File: config.mk
export PLATFORM = sky130hd
export DESIGN_NAME = cpu_register_file_alu
export DESIGN_NICKNAME = d
export VERILOG_FILES = /design/src/hdl/core_pkg.sv /design/src/hdl/cpu_register_file_alu.sv /design/src/hdl/alu_unit.sv
export SDC_FILE = /design/constraint.sdc
export NUM_CORES = 1
export LEC_CHECK = 0
export BUFFER_PORTS_ARGS = -buffer_cell sky130_fd_sc_hd__buf_2
export CAP_MARGIN = 40
export CELL_PAD_IN_SITES_DETAIL_PLACEMENT = 1
export CELL_PAD_IN_SITES_GLOBAL_PLACEMENT = 1
export CORE_MARGIN = 5
export CORE_UTILIZATION = 39
export DETAILED_ROUTE_END_ITERATION = 8
export HOLD_SLACK_MARGIN = 0.15
export PLACE_DENSITY_LB_ADDON = 0.1
export SLEW_MARGIN = 20
export SYNTH_ARGS = -nofsm -noshare
export SYNTH_HDL_FRONTEND = slang
export SYNTH_HIERARCHICAL = 1
export SYNTH_SLANG_ARGS = --single-unit
File: constraint.sdc
create_clock -name clock_i -period 4.92 [get_ports clock_i]
set_input_delay 0.738 -clock clock_i [delete_from_list [all_inputs] [get_ports clock_i]]
set_output_delay 0.738 -clock clock_i [all_outputs]
set_load 0.02 [all_outputs]
File: src/hdl/core_pkg.sv
// Shared types and constants for the CPU datapath core
package core_pkg;

  localparam int unsigned REG_COUNT      = 16;
  localparam logic [4:0]  REG_BASE       = 5'h10;
  localparam logic [3:0]  PTR_A_IDX      = 4'hA;
  localparam logic [3:0]  PTR_B_IDX      = 4'hC;
  localparam logic [3:0]  PTR_C_IDX      = 4'hE;
  localparam logic [7:0]  IO_LAST        = 8'h3F;
  localparam logic [7:0]  IO_STACK_LO    = 8'h3D;
  localparam logic [7:0]  IO_STACK_HI    = 8'h3E;
  localparam logic [7:0]  IO_STATUS      = 8'h3F;
  localparam logic [15:0] STACK_RESET    = 16'h005F;
  localparam logic [15:0] RET_STEP       = 16'h0002;
  localparam logic [15:0] BYTE_STEP      = 16'h0001;
  localparam logic [15:0] COUNT_RESET    = 16'h0000;
  localparam logic [15:0] COUNT_STEP     = 16'h0001;
  localparam logic [7:0]  STATUS_RESET   = 8'h00;
  localparam int unsigned NUM_IRQ        = 8;

  // Status flag positions
  localparam int unsigned FLAG_C = 0;
  localparam int unsigned FLAG_Z = 1;
  localparam int unsigned FLAG_N = 2;
  localparam int unsigned FLAG_V = 3;
  localparam int unsigned FLAG_S = 4;
  localparam int unsigned FLAG_H = 5;
  localparam int unsigned FLAG_T = 6;
  localparam int unsigned FLAG_I = 7;

  typedef enum logic [3:0] {
    ALU_ADD, ALU_ADC, ALU_SUB, ALU_SBC, ALU_AND, ALU_OR, ALU_XOR,
    ALU_MOV, ALU_COM, ALU_NEG, ALU_INC, ALU_DEC, ALU_LSR, ALU_ASR,
    ALU_SWAP, ALU_BST
  } alu_op_t;

  typedef enum logic [1:0] {
    SRC_REG, SRC_IMM
  } src_sel_t;

  // Decoded operation from the instruction decoder
  typedef struct packed {
    logic       valid;
    alu_op_t    op;
    logic [4:0] rd;
    logic [4:0] rr;
    src_sel_t   src;
    logic [7:0] imm;
    logic [2:0] bit_sel;
    logic       wr_en;
    logic       wide;
    logic [15:0] wide_data;
    logic       flags_en;
  } exec_req_t;

  // Stack and flow control request
  typedef struct packed {
    logic        call;
    logic        irq_entry;
    logic        ret;
    logic        reti;
    logic        push;
    logic        pop;
    logic        jump;
    logic [15:0] target;
  } flow_req_t;

  // Data space access request
  typedef struct packed {
    logic        rd;
    logic        wr;
    logic [15:0] addr;
    logic [7:0]  wdata;
  } data_req_t;

  typedef struct packed {
    logic        io_sel;
    logic        mem_sel;
    logic        rd;
    logic        wr;
    logic [15:0] addr;
    logic [7:0]  wdata;
  } data_bus_t;

  typedef struct packed {
    logic [7:0] result;
    logic [7:0] flags;
  } alu_out_t;

endpackage

File: src/hdl/cpu_register_file_alu.sv
// CPU datapath: register file, ALU, status, prefetch, stack and I/O map
`timescale 1ns/1ps
`default_nettype none
module cpu_register_file_alu (
  input  wire logic                 clock_i,
  input  wire logic                 rstn_i,
  input  wire core_pkg::exec_req_t  exec_i,
  input  wire core_pkg::flow_req_t  flow_i,
  input  wire core_pkg::data_req_t  data_i,
  input  wire logic [15:0]          fetch_word_i,
  input  wire logic                 fetch_valid_i,
  input  wire logic                 fetch_second_i,
  input  wire logic                 hold_i,
  input  wire logic [7:0]           irq_req_i,
  input  wire logic [7:0]           io_rdata_i,
  input  wire logic [7:0]           mem_rdata_i,
  output logic [15:0]               fetch_addr_o,
  output logic [31:0]               instr_o,
  output logic                      instr_valid_o,
  output logic [7:0]                result_o,
  output logic [7:0]                status_o,
  output logic [15:0]               stack_top_pointer_o,
  output logic [15:0]               pointer_a_o,
  output logic [15:0]               pointer_b_o,
  output logic [15:0]               pointer_c_o,
  output logic [15:0]               table_addr_o,
  output logic [15:0]               rd_pair_o,
  output core_pkg::data_bus_t       bus_o,
  output logic [7:0]                read_data_o,
  output logic                      irq_taken_o,
  output logic [2:0]                irq_index_o
);

  // ----------------------------------------------------------------
  // State
  // ----------------------------------------------------------------
  typedef struct packed {
    logic [core_pkg::REG_COUNT-1:0][7:0] regs;
    logic [7:0]                          status;
    logic [15:0]                         stack;
    logic [15:0]                         counter;
    logic [15:0]                         first_word;
    logic [31:0]                         instr;
    logic                                instr_valid;
    logic [7:0]                          result;
    logic [15:0]                         rd_pair;
    core_pkg::data_bus_t                 bus;
    logic [7:0]                          read_data;
    logic                                irq_taken;
    logic [2:0]                          irq_index;
  } state_t;

  state_t st_ff;
  state_t nxt_st;

  logic [3:0]         rd_idx;
  logic [3:0]         rr_idx;
  logic [7:0]         op_a;
  logic [7:0]         op_b;
  core_pkg::alu_out_t alu_out;
  logic               irq_any;
  logic [2:0]         irq_pick;
  logic [15:0]        io_addr;

  // ----------------------------------------------------------------
  // Operand fetch
  // ----------------------------------------------------------------
  assign rd_idx = exec_i.rd[3:0] ^ core_pkg::REG_BASE[3:0];
  assign rr_idx = exec_i.rr[3:0] ^ core_pkg::REG_BASE[3:0];
  assign op_a   = st_ff.regs[rd_idx];
  assign op_b   = (exec_i.src == core_pkg::SRC_IMM) ? exec_i.imm
                : st_ff.regs[rr_idx];
  assign io_addr = {8'h00, data_i.addr[7:0]};

  alu_unit u_alu (
    .op_i      (exec_i.op),
    .a_i       (op_a),
    .b_i       (op_b),
    .bit_sel_i (exec_i.bit_sel),
    .flags_i   (st_ff.status),
    .out_o     (alu_out)
  );

  // Lowest index is the lowest vector address
  always_comb begin
    irq_pick = 3'h0;
    irq_any  = 1'b0;
    for (int i = int'(core_pkg::NUM_IRQ) - 1; i >= 0; i--) begin
      if (irq_req_i[i]) begin
        irq_pick = 3'(i);
        irq_any  = 1'b1;
      end
    end
  end

  // ----------------------------------------------------------------
  // Next state
  // ----------------------------------------------------------------
  always_comb begin
    nxt_st             = st_ff;
    nxt_st.irq_taken   = 1'b0;
    nxt_st.bus.rd      = 1'b0;
    nxt_st.bus.wr      = 1'b0;
    nxt_st.bus.io_sel  = 1'b0;
    nxt_st.bus.mem_sel = 1'b0;

    // Prefetch stage
    if (!hold_i && fetch_valid_i) begin
      nxt_st.counter = st_ff.counter + core_pkg::COUNT_STEP;
      if (fetch_second_i) begin
        nxt_st.instr       = {st_ff.first_word, fetch_word_i};
        nxt_st.instr_valid = 1'b1;
      end else begin
        nxt_st.first_word  = fetch_word_i;
        nxt_st.instr       = {16'h0000, fetch_word_i};
        nxt_st.instr_valid = 1'b1;
      end
    end else if (!hold_i) begin
      nxt_st.instr_valid = 1'b0;
    end

    // Execute stage
    if (exec_i.valid && exec_i.rd[4]) begin
      if (exec_i.wide) begin
        nxt_st.rd_pair = {st_ff.regs[rd_idx | 4'h1],
                          st_ff.regs[rd_idx & 4'hE]};
        if (exec_i.wr_en) begin
          nxt_st.regs[rd_idx & 4'hE] = exec_i.wide_data[7:0];
          nxt_st.regs[rd_idx | 4'h1] = exec_i.wide_data[15:8];
        end
      end else begin
        nxt_st.result = alu_out.result;
        if (exec_i.wr_en) begin
          nxt_st.regs[rd_idx] = alu_out.result;
        end
        if (exec_i.flags_en) begin
          nxt_st.status = alu_out.flags;
        end
      end
    end

    // Data space access, I/O window first
    if (data_i.rd || data_i.wr) begin
      nxt_st.bus.addr  = data_i.addr;
      nxt_st.bus.wdata = data_i.wdata;
      nxt_st.bus.rd    = data_i.rd;
      nxt_st.bus.wr    = data_i.wr;
      if (data_i.addr <= {8'h00, core_pkg::IO_LAST}) begin
        nxt_st.bus.io_sel = 1'b1;
        case (io_addr[7:0])
          core_pkg::IO_STACK_LO: begin
            nxt_st.read_data = st_ff.stack[7:0];
            if (data_i.wr) begin
              nxt_st.stack[7:0] = data_i.wdata;
            end
          end
          core_pkg::IO_STACK_HI: begin
            nxt_st.read_data = st_ff.stack[15:8];
            if (data_i.wr) begin
              nxt_st.stack[15:8] = data_i.wdata;
            end
          end
          core_pkg::IO_STATUS: begin
            nxt_st.read_data = st_ff.status;
            if (data_i.wr) begin
              nxt_st.status = data_i.wdata;
            end
          end
          default: nxt_st.read_data = io_rdata_i;
        endcase
      end else begin
        nxt_st.bus.mem_sel = 1'b1;
        nxt_st.read_data   = mem_rdata_i;
      end
    end

    // Stack and flow control
    if (flow_i.call) begin
      nxt_st.stack   = st_ff.stack - core_pkg::RET_STEP;
      nxt_st.counter = flow_i.target;
      // Low byte of the return counter goes to the old stack top
      nxt_st.bus.addr    = st_ff.stack;
      nxt_st.bus.wdata   = st_ff.counter[7:0];
      nxt_st.bus.rd      = 1'b0;
      nxt_st.bus.wr      = 1'b1;
      nxt_st.bus.mem_sel = 1'b1;
      nxt_st.bus.io_sel  = 1'b0;
    end else if (flow_i.ret || flow_i.reti) begin
      nxt_st.stack   = st_ff.stack + core_pkg::RET_STEP;
      nxt_st.counter = flow_i.target;
      if (flow_i.reti) begin
        nxt_st.status[core_pkg::FLAG_I] = 1'b1;
      end
    end else if (flow_i.push) begin
      nxt_st.stack = st_ff.stack - core_pkg::BYTE_STEP;
    end else if (flow_i.pop) begin
      nxt_st.stack = st_ff.stack + core_pkg::BYTE_STEP;
    end else if (flow_i.jump) begin
      nxt_st.counter = flow_i.target;
    end

    // Interrupt entry pushes the return counter low byte and clears global enable
    if (irq_any && st_ff.status[core_pkg::FLAG_I] && !flow_i.call &&
        !flow_i.ret && !flow_i.reti) begin
      nxt_st.irq_taken   = 1'b1;
      nxt_st.irq_index   = irq_pick;
      nxt_st.stack       = st_ff.stack - core_pkg::RET_STEP;
      nxt_st.bus.addr    = st_ff.stack;
      nxt_st.bus.wdata   = st_ff.counter[7:0];
      nxt_st.bus.wr      = 1'b1;
      nxt_st.bus.mem_sel = 1'b1;
      nxt_st.bus.io_sel  = 1'b0;
      nxt_st.bus.rd      = 1'b0;
      nxt_st.counter     = {13'h0000, irq_pick} + core_pkg::COUNT_STEP;
      nxt_st.status[core_pkg::FLAG_I] = 1'b0;
    end
  end

  // ----------------------------------------------------------------
  // Registers
  // ----------------------------------------------------------------
  always_ff @(posedge clock_i or negedge rstn_i) begin
    if (!rstn_i) begin
      st_ff         <= '0;
      st_ff.status  <= core_pkg::STATUS_RESET;
      st_ff.stack   <= core_pkg::STACK_RESET;
      st_ff.counter <= core_pkg::COUNT_RESET;
    end else begin
      st_ff <= nxt_st;
    end
  end

  // ----------------------------------------------------------------
  // Outputs
  // ----------------------------------------------------------------
  assign fetch_addr_o        = st_ff.counter;
  assign instr_o             = st_ff.instr;
  assign instr_valid_o       = st_ff.instr_valid;
  assign result_o            = st_ff.result;
  assign status_o            = st_ff.status;
  assign stack_top_pointer_o = st_ff.stack;
  assign pointer_a_o = {st_ff.regs[core_pkg::PTR_A_IDX + 4'h1],
                        st_ff.regs[core_pkg::PTR_A_IDX]};
  assign pointer_b_o = {st_ff.regs[core_pkg::PTR_B_IDX + 4'h1],
                        st_ff.regs[core_pkg::PTR_B_IDX]};
  assign pointer_c_o = {st_ff.regs[core_pkg::PTR_C_IDX + 4'h1],
                        st_ff.regs[core_pkg::PTR_C_IDX]};
  assign table_addr_o = {st_ff.regs[core_pkg::PTR_C_IDX + 4'h1],
                         st_ff.regs[core_pkg::PTR_C_IDX]};
  assign rd_pair_o   = st_ff.rd_pair;
  assign bus_o       = st_ff.bus;
  assign read_data_o = st_ff.read_data;
  assign irq_taken_o = st_ff.irq_taken;
  assign irq_index_o = st_ff.irq_index;

endmodule
`default_nettype wire

File: src/hdl/alu_unit.sv
// Single-cycle arithmetic, logic and bit unit
`timescale 1ns/1ps
`default_nettype none
module alu_unit (
  input  wire core_pkg::alu_op_t op_i,
  input  wire logic [7:0]        a_i,
  input  wire logic [7:0]        b_i,
  input  wire logic [2:0]        bit_sel_i,
  input  wire logic [7:0]        flags_i,
  output core_pkg::alu_out_t     out_o
);
  logic [8:0] sum;
  logic       cin;
  logic       sub;
  logic [7:0] r;
  logic [7:0] f;

  always_comb begin
    cin = flags_i[core_pkg::FLAG_C];
    sub = 1'b0;
    sum = 9'h000;
    r   = a_i;
    f   = flags_i;
    case (op_i)
      core_pkg::ALU_ADD: sum = {1'b0, a_i} + {1'b0, b_i};
      core_pkg::ALU_ADC: sum = {1'b0, a_i} + {1'b0, b_i} + {8'h00, cin};
      core_pkg::ALU_SUB: begin
        sub = 1'b1;
        sum = {1'b0, a_i} - {1'b0, b_i};
      end
      core_pkg::ALU_SBC: begin
        sub = 1'b1;
        sum = {1'b0, a_i} - {1'b0, b_i} - {8'h00, cin};
      end
      core_pkg::ALU_INC: sum = {1'b0, a_i} + 9'h001;
      core_pkg::ALU_DEC: sum = {1'b0, a_i} - 9'h001;
      core_pkg::ALU_NEG: begin
        sub = 1'b1;
        sum = 9'h000 - {1'b0, a_i};
      end
      default: sum = 9'h000;
    endcase
    case (op_i)
      core_pkg::ALU_ADD, core_pkg::ALU_ADC, core_pkg::ALU_SUB,
      core_pkg::ALU_SBC, core_pkg::ALU_NEG: begin
        r = sum[7:0];
        f[core_pkg::FLAG_C] = sum[8];
        f[core_pkg::FLAG_H] = sub ? (a_i[3:0] < b_i[3:0])
                                  : (sum[4] ^ a_i[4] ^ b_i[4]);
        f[core_pkg::FLAG_V] = sub ? ((a_i[7] ^ b_i[7]) & (a_i[7] ^ r[7]))
                                  : (~(a_i[7] ^ b_i[7]) & (a_i[7] ^ r[7]));
      end
      core_pkg::ALU_INC, core_pkg::ALU_DEC: begin
        r = sum[7:0];
        f[core_pkg::FLAG_V] = (op_i == core_pkg::ALU_INC) ?
                              (r == 8'h80) : (r == 8'h7F);
      end
      core_pkg::ALU_AND: begin
        r = a_i & b_i;
        f[core_pkg::FLAG_V] = 1'b0;
      end
      core_pkg::ALU_OR: begin
        r = a_i | b_i;
        f[core_pkg::FLAG_V] = 1'b0;
      end
      core_pkg::ALU_XOR: begin
        r = a_i ^ b_i;
        f[core_pkg::FLAG_V] = 1'b0;
      end
      core_pkg::ALU_COM: begin
        r = ~a_i;
        f[core_pkg::FLAG_C] = 1'b1;
        f[core_pkg::FLAG_V] = 1'b0;
      end
      core_pkg::ALU_MOV: r = b_i;
      core_pkg::ALU_LSR, core_pkg::ALU_ASR: begin
        r = {(op_i == core_pkg::ALU_ASR) & a_i[7], a_i[7:1]};
        f[core_pkg::FLAG_C] = a_i[0];
        f[core_pkg::FLAG_V] = r[7] ^ a_i[0];
      end
      core_pkg::ALU_SWAP: r = {a_i[3:0], a_i[7:4]};
      core_pkg::ALU_BST: f[core_pkg::FLAG_T] = a_i[bit_sel_i];
      default: r = a_i;
    endcase
    if (op_i != core_pkg::ALU_BST && op_i != core_pkg::ALU_MOV &&
        op_i != core_pkg::ALU_SWAP) begin
      f[core_pkg::FLAG_Z] = (r == 8'h00);
      f[core_pkg::FLAG_N] = r[7];
      f[core_pkg::FLAG_S] = r[7] ^ f[core_pkg::FLAG_V];
    end
    out_o.result = r;
    out_o.flags  = f;
  end
endmodule
`default_nettype wire

[Yosys cells after proc, flatten, opt, wreduce, memory -nomap -nowiden]
Cells that the tools add are included.
W data, S select, Z words.
Operators by class
  add/sub/neg operators: 13
  order comparisons: 10
  eq/ne operators: 25
  muxes and demuxes: 86
  bitwise logic cells: 16
  reduce and logical (&&, ||, !) cells: 37
Operators by type and width (count)
  $bwmux W128: 3
  $mux W128: 3
  $mux W8: 14
  $mux W16: 6
  $mux W32: 3
  $bmux W8 S4: 2
  $mux W64: 1
  $pmux W8 S8: 1
  $pmux W9 S7: 1
  $mux W28: 2
  $bmux W8 S3: 2
  $demux W8 S3: 2
  $mux W24: 2
  $mux W36: 1
  $mux W33: 1
  $add A16 B1 Y16 const B: 2
  $demux W8 S4: 1
  $eq A4 B4 Y1 const B: 8
  $reduce_bool A6 Y1: 5
  $eq A8 B6 Y1 const B: 3
  $mux W1: 24
  $mux W3: 8
  $pmux W8 S3: 1
  $mux W7: 3
  other kinds (50): 88
Storage, ports and cells
  flip-flop bits (word level): 281
  output and inout port bits: 201
  logic and storage cells: 221

[Depth between registers and ports, before layout]
Gate-level depths: netlist of the first run.
  word-level depth: 24
  gate-level depth with buffers: 25

[Hierarchy]
The synthesis of the first run kept the hierarchy.
By module, submodules not included
  cpu_register_file_alu: times used 1, cells each 1854, area an instance 16748.6 um^2, sequential area each 7039.3 um^2
  alu_unit: times used 1, cells each 476, area an instance 3199.3 um^2, sequential area each 0.0 um^2

[Least setup slack after synthesis of the first run]
No wires, ideal clock.
  path type: input port to flip-flop
  from: in exec_i[33] in the netlist's numbering
  to: reg st_ff (netlist bit status_o[4])
  arrival time: 6.210 ns
  path slack: -1.413 ns
  stages: 19
  path through: clkbuf_1 buf_1 mux4_2 mux4_2 mux2_2 ha_1 fa_1 ha_1 inv_1 mux4_2 a222oi_1 nand3_1 or4_1 a21o_1 or4_4 o2111ai_1 nand3_1 mux2i_1 a21oi_1
RTL lines
  start: declaration: RTL line cpu_register_file_alu.sv:7  | input wire core_pkg::exec_req_t exec_i,
  end signal: assignment: RTL line cpu_register_file_alu.sv:229  | st_ff <= nxt_st;
  end: declaration: RTL line cpu_register_file_alu.sv:53  | state_t st_ff;

==> metrics.csv, run 1 <==
metric,value,unit
status,"finished, violations left",
failing checks,negative setup slack,
DR DRC count,0,
first-pass GRT wire length,132000,um
CP Data Arrival Time,5.74,ns
async set-or-reset flop fraction in the synthesized netlist,1.00,
# IOs,342,
die area,0.0558,sq mm
layout cell share with drive strength beyond 1,0.388,
placer congestion estimate,0.949,
mapped cell area,0.0199,sq mm
dominant synthesized flop cell,dfrtp_1,
fillers,5947,
hold-fix buffers at CTS,0,
Yosys Warn Count,6,
FMAX,188,MHz
Synth cell types,93,
Avg Inst Size Synth,8.56,sq um
Wirelength per Cell,25.9,um
"FF+latch count, synth",281,
Reg2Reg Depth,17,
Layout Cells excl Fill,3449,
drt via density,5.77,
Worst setup EP type,flip-flop,
crit share post-route,1.08,
CP Data Required Time,5.34,ns
Final ANT Viol Nets,0,
Synth Area in Adders,0.0300,
HPWL Detailed,68600,um
Final Setup Violations,31,
Slew Limit Fails,0,
Metal-1 WL,36200,um
P&R area growth vs syn,30.1,%
Final nets,2936,
Max Cap Viol,0,
final instance area,0.0260,sq mm
DRC marker count from the first detailed-route iteration,1378,
syn_nets,2517,
clk_skew,0.0142,ns
RSZ-0062 raised after global routing,yes,
Synth Area in XOR/XNOR,0.0258,
CP max FO,3,
chip height,236,um
"CTS clk-pin slew, worst paths",0.06,ns
clock sinks,281,
post-synthesis compound-gate area fraction,0.172,
FP Rows,82,
"commonest non-fill, non-tap cell in the layout",buf_4,
HP Class,input pin to asynchronous set/reset pin,
min Tclk post-route,5.33,ns
vias in the first global route,20802,
cells after synthesis,2330,
grt ovf,0,
Peak VDD IR,0.297,mV
Worst Setup Path Type,flip-flop to flip-flop,
total CTS buffers,35,
drt total wl,89200,um
CTS tree,yes,
die boundary width,236,um
routed vias,19902,
first-pass iteration count of the detailed router,6,
most frequent cells in the layout,"buf_4, buf_2, nand2_1",
post-synthesis mux area share,0.111,
"EDFF count, synth",0,
Power per Cell Area,473,mW/mm^2
met3 WL,4890,um
clock latency reported for the late side of the worst-skew pair,0.56,ns
Slew headroom,0.358,
CTS Buffer Depth,3,
CORE AREA,0.0504,sq mm
P_leak,11.9,nW
Port Buffer Count,339,
Post-Synth Simple-Gate Area,0.193,
CTS root buf,clkbuf_16,
count of final hold-check violations,0,
gr usage total,0.305,
Worst Slack Setup Final,-0.407,ns
largest net degree at the start of global routing,104,
Post-Place Cells,3356,
Met2 Wirelength,44100,um
initial antenna violation count,4,
Initial Utilization,0.396,
Area after DPL,0.0235,sq mm
sequential area share after synthesis,0.353,
crit path launch type,flip-flop,
htree depth,2,
largest family of logic cells by synthesized area,simple AND/OR/NAND/NOR gates,
Tightest Pin Transition,0.963,ns
Top Layer Used,met5,
==> area by class of cell <==
cell class / count / area [sq um] / area share
sequential: 281 / 7040 / 0.271
clock inverter: 15 / 269 / 0.0104
inverter: 52 / 213 / 0.00819
antenna: 4 / 10.0 / 0.000386
timing repair buffer: 732 / 5020 / 0.194
multi-input combinational: 1647 / 11600 / 0.445
tap: 672 / 841 / 0.0324
clock buffer: 46 / 997 / 0.0384
==> repair_timing <==
action                                  in CTS  in global routing
cloned                                       1                  0
gates resized for setup                     98                121
pin swaps                                   24                 50
setup buffers                               16                 17
endpoints found under the setup margin      97                 90
==> critical path, cell delays in order (launching register included) <==
cell and delay, ns:
dfrtp_1 0.44, mux4_2 0.46, mux4_2 0.49, mux2_4 0.31, ha_4 0.18, fa_2 0.47, ha_4 0.28, inv_2 0.03
mux4_2 0.46, a222oi_1 0.39, nand3_1 0.13, or4_4 0.44, a21o_1 0.19, or4_4 0.52, o2111ai_2 0.09, nand3_1 0.09
mux2i_1 0.13, a21oi_1 0.08
==> layer usage <==
metal  up-vias  track usage
met5         -            0
met2       697        0.526
met3       206       0.0439
li1       8913            -
met1     10084        0.389
met4         2        0.115
==> cells by family (layout without fill, tap and decap cells) <==
| group | count (synthesis) | count (layout) |
|---|---|---|
| simple gates | 847 | 847 |
| compound gates | 551 | 551 |
| buf+inv | 402 | 845 |
| flops | 281 | 281 |
| mux | 145 | 145 |
| xor+xnor | 58 | 58 |
| fa+ha+maj | 46 | 46 |
| other cells | 0 | 4 |
==> where the power goes <==
| part | switching (mW) | internal (mW) | leakage, nW | total [mW] |
|---|---|---|---|---|
| combinational | 3.20 | 2.68 | 7.78 | 5.88 |
| clock | 1.11 | 1.75 | 0.624 | 2.86 |
| sequential | 0.704 | 2.83 | 3.48 | 3.54 |
==> state kept, by name (all words and copies together) (netlist names) <==
register and flops:
rd_pair_o 16, bus_o 28, result_o 8, fetch_addr_o 16, pointer_c_o 16, pointer_a_o 16, irq_index_o 3, pointer_b_o 16
stack_top_pointer_o 16, instr_valid_o 1, irq_taken_o 1, st_ff 96, instr_o 32, read_data_o 8, status_o 8
==> synth_stat cells, types with 5 or more instances <==
library cell,n,area (sq um)
dfstp_2,6,158
and3_1,5,31.3
nand2_1,313,1170
mux4_2,57,1280
nor4_1,19,119
inv_1,51,191
nor2_1,262,983
or3_1,18,113
a31oi_1,50,313
xor2_1,16,140
nand4_1,11,68.8
and2_1,11,68.8
and4_1,10,87.6
buf_2,15,75.1
buf_1,21,78.8
mux2_2,37,417
or4_1,6,45.0
clkbuf_1,110,413
nand3_1,60,300
o21bai_1,7,52.6
mux2i_1,51,510
xnor2_1,41,359
o21ai_0,116,581
nor2b_1,21,131
a21o_1,9,67.6
a21oi_1,202,1010
dfrtp_1,275,6880
o211ai_1,15,113
a22o_1,7,61.3
ha_1,43,538
o21ai_1,5,25.0
a221o_1,7,70.1
o31ai_1,7,52.6
a22oi_1,16,120
nor3b_1,16,120
buf_4,201,1510
o22ai_1,12,75.1
or2_2,6,37.5
nor3_1,42,210
a211oi_1,23,173
nand2b_1,21,131
a211o_1,5,43.8
a221oi_1,16,140
==> per-stage QoR <==
| stage | total power [mW] | setup slack (ns) | util | setup TNS (ns) | hold slack [ns] |
|---|---|---|---|---|---|
| final | 12.3 | -0.407 | 0.515 | -2.84 | 0.219 |
| after global routing | 12.9 | -0.605 | 0.515 | -8.18 | 0.294 |
| after CTS | 12.0 | -0.385 | 0.501 | -0.767 | 0.268 |
| after detailed placement | 8.83 | -1.38 | 0.466 | -109.59 | 0.456 |
| after global placement | 8.67 | -1.17 | 0.465 | -97.73 | 0.448 |
| after floorplan | 6.62 | -0.809 | - | -3.27 | 0.440 |
==> final timing paths <==
check	start	slack [ns]	end
worst max-delay path	pointer_c_o[0]$_DFFE_PN0P_	-0.41	status_o[4]$_DFF_PN0_
worst min-delay path	rstn_i	0.22	status_o[4]$_DFF_PN0_
worst max register to register	pointer_c_o[0]$_DFFE_PN0P_	-0.41	status_o[4]$_DFF_PN0_
worst min register to register	instr_o[25]$_DFFE_PN0P_	0.47	instr_o[25]$_DFFE_PN0P_
max in group asynchronous	rstn_i	3.48	pointer_a_o[7]$_DFFE_PN0P_
min in group clock_i	fetch_word_i[3]	0.39	instr_o[3]$_DFFE_PN0P_
No activity file was read; power rests on OpenSTA's default activity.
==> run 2: changes to the inputs <==
--- a/config.mk
+++ b/config.mk
@@ -9,6 +9,7 @@
 export CAP_MARGIN = 40
 export CELL_PAD_IN_SITES_DETAIL_PLACEMENT = 1
 export CELL_PAD_IN_SITES_GLOBAL_PLACEMENT = 1
+export CORE_ASPECT_RATIO = 1.1
 export CORE_MARGIN = 5
 export CORE_UTILIZATION = 39
 export DETAILED_ROUTE_END_ITERATION = 8
==> run 2 against run 1 <==
  * The flow still finishes with violations (negative setup slack)
  * Largest power group unchanged
  * Critical path type unchanged
  * Largest cell class unchanged
  * Non-clock buffer count is 1 higher
  * Highest routed layer is now met4
  * Sequential share of layout area is 0.059 points higher
  * Fmax is 2.7% lower
  * Clock power hardly changed
==> metrics.csv, run 2 (synthesized netlist as in run 1, its figures left out) <==
metric,value,unit
placer congestion estimate,0.982,
DR DRC count,0,
hold-fix buffers at CTS,0,
clk_skew,0.0212,ns
critical path startpoint,st_ff[153]$_DFFE_PN0P_,
vias in the first global route,20631,
Worst Slack Setup Final,-0.554,ns
"commonest non-fill, non-tap cell in the layout",buf_4,
Final ANT Viol Nets,0,
Port Buffer Count,339,
layout cell share with drive strength beyond 1,0.389,
CP Buf/Inv Count,2,
Final nets,2937,
Wirelength per Cell,25.7,um
DRC marker count from the first detailed-route iteration,1619,
P&R area growth vs syn,29.9,%
drt total wl,88600,um
initial antenna violation count,2,
Seq pwr share,0.291,
total CTS buffers,35,
P_leak,11.8,nW
final instance area,0.0259,sq mm
grt ovf,0,
Area after DPL,0.0234,sq mm
Max Cap Viol,0,
most frequent cells in the layout,"buf_4, buf_2, nand2_1",
fillers,5960,
Gate power share,0.478,
clock latency reported for the late side of the worst-skew pair,0.55,ns
CTS root buf,clkbuf_16,
Final Setup Violations,35,
CP Data Arrival Time,5.88,ns
min Tclk post-route,5.47,ns
cell family with most CP delay,multiplexers,
largest net degree at the start of global routing,103,
failing checks,negative setup slack,
first-pass iteration count of the detailed router,5,
CP Data Required Time,5.32,ns
clock group share of total power,0.231,
Peak VDD IR,0.298,mV
Top reg by flops,st_ff,
status,"finished, violations left",
Initial Utilization,0.392,
CP peak stage delay,0.55,ns
CP most frequent cell,mux4_2,
Net Sw Frac,0.410,
crit share post-route,1.11,
crit path launch type,flip-flop,
R2R Path Start,st_ff[153]$_DFFE_PN0P_,
Worst Setup Path Type,flip-flop to flip-flop,
# IOs,342,
first-pass GRT wire length,131000,um
die boundary width,226,um
Worst setup EP type,flip-flop,
clock sinks,281,
CTS tree,yes,
sw power,5.05,mW
CTS Buffer Depth,3,
"CTS clk-pin slew, worst paths",0.06,ns
routed vias,19987,
die area,0.0558,sq mm
fin util,0.509,
"Cell Chain, Critical Path","buf_6, mux4_2, mux4_2, mux2_4, ha_4, fa_2, ha_4, inv_2, mux4_2, a222oi_1, nand3_1, or4_4, a21o_1, or4_4, o2111ai_2, nand3_1, mux2i_1, a21oi_1",
htree depth,2,
CORE AREA,0.0509,sq mm
HPWL Detailed,67200,um
Internal,7.27,mW
gr usage total,0.306,
Slowest cell on crit path,or4_4,
chip height,247,um
Slew headroom,0.381,
drt via density,5.80,
FMAX,183,MHz
Slew Limit Fails,0,
FP Rows,87,
Tightest Pin Transition,0.928,ns
Power per Cell Area,476,mW/mm^2
CP max FO,3,
HP Class,input pin to asynchronous set/reset pin,
count of final hold-check violations,0,
RSZ-0062 raised after global routing,yes,
max FFs per register,96,
[run 2: cell types whose count changed in the layout (fill, tap and decap cells not counted), sizes merged]
cell,delta
buf,+1
clkinv,-6
diode,-2
clkbuf,+6
clkinvlp,+2
bufinv,-1
[run 2: per-stage QoR]
stage	power, mW	worst slack [ns]	cells	setup TNS, ns	hold slack [ns]
after floorplan	6.62	-0.809	2330	-3.27	0.440
after global placement	8.62	-1.07	3338	-89.55	0.449
after detailed placement	8.77	-1.22	3345	-99.55	0.454
after CTS	12.0	-0.422	3427	-1.39	0.308
after global routing	12.9	-0.693	3443	-7.86	0.352
final	12.3	-0.554	3444	-4.26	0.299
[run 2: per-layer routing]
metal	vias up	GRT usage	wire [um]
met5	-	0	0
met4	0	0.129	4440
met3	214	0.0382	4430
met2	716	0.533	44500
met1	10159	0.382	35300
li1	8898	-	-
[run 2: power by group through the flow]
stage	sequential [mW]	clock (mW)	combinational, mW
floorplan	3.16	0	3.46
global placement	3.58	0	5.04
detailed placement	3.60	0	5.17
CTS	3.56	2.91	5.55
global route	3.62	3.00	6.27
finish	3.58	2.85	5.89
[run 2: path summary, 6_finish.rpt]
check / end / slack [ns] / cells past startpoint
max in group asynchronous: st_ff[201]$_DFFE_PN0P_ / 3.49 / 2
max: status_o[4]$_DFF_PN0_ / -0.55 / 18
min in group clock_i: instr_o[2]$_DFFE_PN0P_ / 0.41 / 3
min: result_o[2]$_DFFE_PN0P_ / 0.30 / 1
min reg2reg: instr_o[30]$_DFFE_PN0P_ / 0.47 / 2
max reg2reg: status_o[4]$_DFF_PN0_ / -0.55 / 18
[run 2: layout make-up]
| cell class | instances | area (sq um) | area share |
|---|---|---|---|
| multi-input cells | 1647 | 11600 | 0.448 |
| diodes | 2 | 5.00 | 0.000193 |
| clock buffers | 52 | 1050 | 0.0406 |
| well taps | 667 | 835 | 0.0322 |
| inverters | 52 | 208 | 0.00802 |
| clock inverters | 10 | 199 | 0.00768 |
| flip-flops and latches | 281 | 7040 | 0.272 |
| repair buffers | 733 | 4960 | 0.191 |
[run 2: timing repair]
item / in CTS / in global routing
gates resized for setup: 116 / 115
setup buffers: 19 / 16
gates cloned: 2 / 0
endpoints found under the setup margin: 88 / 90
pin swaps: 23 / 63
==> run 3: changes to the inputs <==
--- a/config.mk
+++ b/config.mk
@@ -9,7 +9,6 @@
 export CAP_MARGIN = 40
 export CELL_PAD_IN_SITES_DETAIL_PLACEMENT = 1
 export CELL_PAD_IN_SITES_GLOBAL_PLACEMENT = 1
-export CORE_ASPECT_RATIO = 1.1
 export CORE_MARGIN = 5
 export CORE_UTILIZATION = 39
 export DETAILED_ROUTE_END_ITERATION = 8
==> constraint.sdc (replaced) <==
create_clock -name clock_i -period 4.92 [get_ports clock_i]
set_input_delay 1.476 -clock clock_i [delete_from_list [all_inputs] [get_ports clock_i]]
set_output_delay 1.476 -clock clock_i [all_outputs]
set_load 0.02 [all_outputs]
==> run 3 against run 2 <==
  * The flow still finishes with violations (negative setup slack)
  * Wire length increased by 2.4%
  * Flip-flop and latch count unchanged
  * Sequential share of layout area decreased by 0.49 points
  * Fmax decreased by 7.4%
  * Setup slack got worse by 0.43 ns
  * Die area about the same
  * Combinational power increased by 4.4%
  * Non-clock buffer count increased by 24
==> metrics.csv, run 3 (synthesized netlist as in run 1, its figures left out) <==
metric,value,unit
Slew Limit Fails,0,
DR DRC count,0,
Gate power share,0.503,
fillers,5942,
P&R area growth vs syn,32.2,%
HPWL Detailed,68800,um
CP Data Required Time,5.40,ns
HP Start,instr_o[28]$_DFFE_PN0P_,
die area,0.0558,sq mm
CTS Buffer Depth,3,
drt total wl,90800,um
FP Rows,82,
"commonest non-fill, non-tap cell in the layout",buf_4,
CTS root buf,clkbuf_16,
Wirelength per Cell,26.1,um
Slew headroom,0.451,
Area after DPL,0.0236,sq mm
CORE AREA,0.0504,sq mm
Final nets,2962,
crit share post-route,1.20,
min Tclk post-route,5.91,ns
TNS Setup,-75.38,ns
Net Sw Frac,0.422,
Peak VDD IR,0.315,mV
Reg2Reg Depth,17,
final instance area,0.0264,sq mm
grt ovf,0,
# IOs,342,
most frequent cells in the layout,"buf_4, buf_2, nand2_1",
htree depth,2,
total CTS buffers,36,
routed vias,20144,
status,"finished, violations left",
initial antenna violation count,3,
gr usage total,0.308,
first-pass iteration count of the detailed router,8,
Final Setup Violations,123,
count of final hold-check violations,0,
FMAX,169,MHz
CP Data Arrival Time,6.39,ns
CP max FO,7,
Worst setup EP type,flip-flop,
Worst Slack Setup Final,-0.989,ns
Hold Path Cell Cnt,2,
Port Buffer Count,339,
Seq pwr share,0.290,
DRC marker count from the first detailed-route iteration,1328,
failing checks,negative setup slack,
CTS tree,yes,
RSZ-0062 raised after global routing,yes,
placer congestion estimate,0.935,
Max Cap Viol,0,
largest net degree at the start of global routing,91,
die boundary width,236,um
drt via density,5.80,
R2R Path End,status_o[4]$_DFF_PN0_,
vias in the first global route,20855,
Final ANT Viol Nets,0,
clock latency reported for the late side of the worst-skew pair,0.56,ns
HP Class,flip-flop to flip-flop,
clock group share of total power,0.208,
worst reg-to-reg setup slack,-0.37,ns
sw power,5.17,mW
"Endpoint, Worst Hold",instr_o[28]$_DFFE_PN0P_,
max FFs per register,96,
Initial Utilization,0.396,
clk_skew,0.0168,ns
fin util,0.523,
Final Power,12.2,mW
Top reg by flops,st_ff,
Tightest Pin Transition,0.822,ns
Worst Setup Path Type,input pin to flip-flop,
chip height,236,um
P_leak,12.0,nW
crit path launch type,input pin,
"CTS clk-pin slew, worst paths",0.05,ns
clock sinks,281,
first-pass GRT wire length,133000,um
layout cell share with drive strength beyond 1,0.408,
Power per Cell Area,464,mW/mm^2
pre-CTS WS,-2.26,ns
R2R Path Start,pointer_b_o[0]$_DFFE_PN0P_,
Internal,7.08,mW
==> run 3: area by class of cell <==
type	count	area [sq um]	share of cell area
multi-input combinational	1647	12000	0.454
sequential	281	7040	0.267
timing repair buffer	757	5220	0.198
clock buffer	54	1020	0.0386
tap	672	841	0.0319
inverter	52	208	0.00788
clock inverter	9	77.6	0.00294
antenna	1	2.50	0.0000949
==> run 3: what timing repair did <==
action / 4_1_cts / 5_1_grt
pin swaps: 32 / 55
setup endpoints to repair: 125 / 128
gates resized for setup: 113 / 174
hold buffers: 0 / 0
setup buffers: 11 / 41
==> run 3: stage by stage <==
stage	instances	hold slack, ns
floorplan	2330	0.440
global placement	3360	0.446
detailed placement	3362	0.452
CTS	3436	0.465
global route	3473	0.497
finish	3473	0.460
==> run 3: worst max-delay path by stage <==
stage                     cells after the start               endpoint        from  slack, ns
after floorplan                              19  status_o[4]$_DFF_PN0_  exec_i[33]      -1.54
after global placement                       23  status_o[1]$_DFF_PN0_  exec_i[38]      -2.19
after detailed placement                     23  status_o[1]$_DFF_PN0_  exec_i[38]      -2.26
after CTS                                    17  status_o[4]$_DFF_PN0_  exec_i[33]      -0.85
after global routing                         23  status_o[4]$_DFF_PN0_  exec_i[33]      -1.11
final                                        24  status_o[1]$_DFF_PN0_  exec_i[33]      -0.99
==> run 3: power by group through the flow <==
stage,Sequential [mW],Clock [mW],Combinational (mW)
final,3.55,2.54,6.15
after global routing,3.59,2.70,6.55
after global placement,3.55,0,5.13
after floorplan,3.16,0,3.52
after CTS,3.53,2.61,5.56
after detailed placement,3.57,0,5.27
==> run 3: per-layer routing <==
metal	track usage	wire length [um]
met1	0.394	37200
met2	0.519	44000
met3	0.0533	5230
met4	0.125	4270
met5	0	27
==> run 3: worst max-delay path, cell delays in order <==
cell	delay [ns]
buf_12	0.12
buf_4	0.14
buf_12	0.14
buf_12	0.13
buf_4	0.13
mux4_2	0.43
mux4_2	0.55
mux2_4	0.33
inv_4	0.09
ha_4	0.25
nor2b_4	0.14
a221o_1	0.35
or3_4	0.42
and4_4	0.20
mux2i_4	0.18
buf_4	0.14
nor3_4	0.24
a21oi_4	0.09
buf_4	0.14
buf_4	0.13
nor3_1	0.20
a22o_1	0.16
mux2i_1	0.06
a21oi_1	0.14
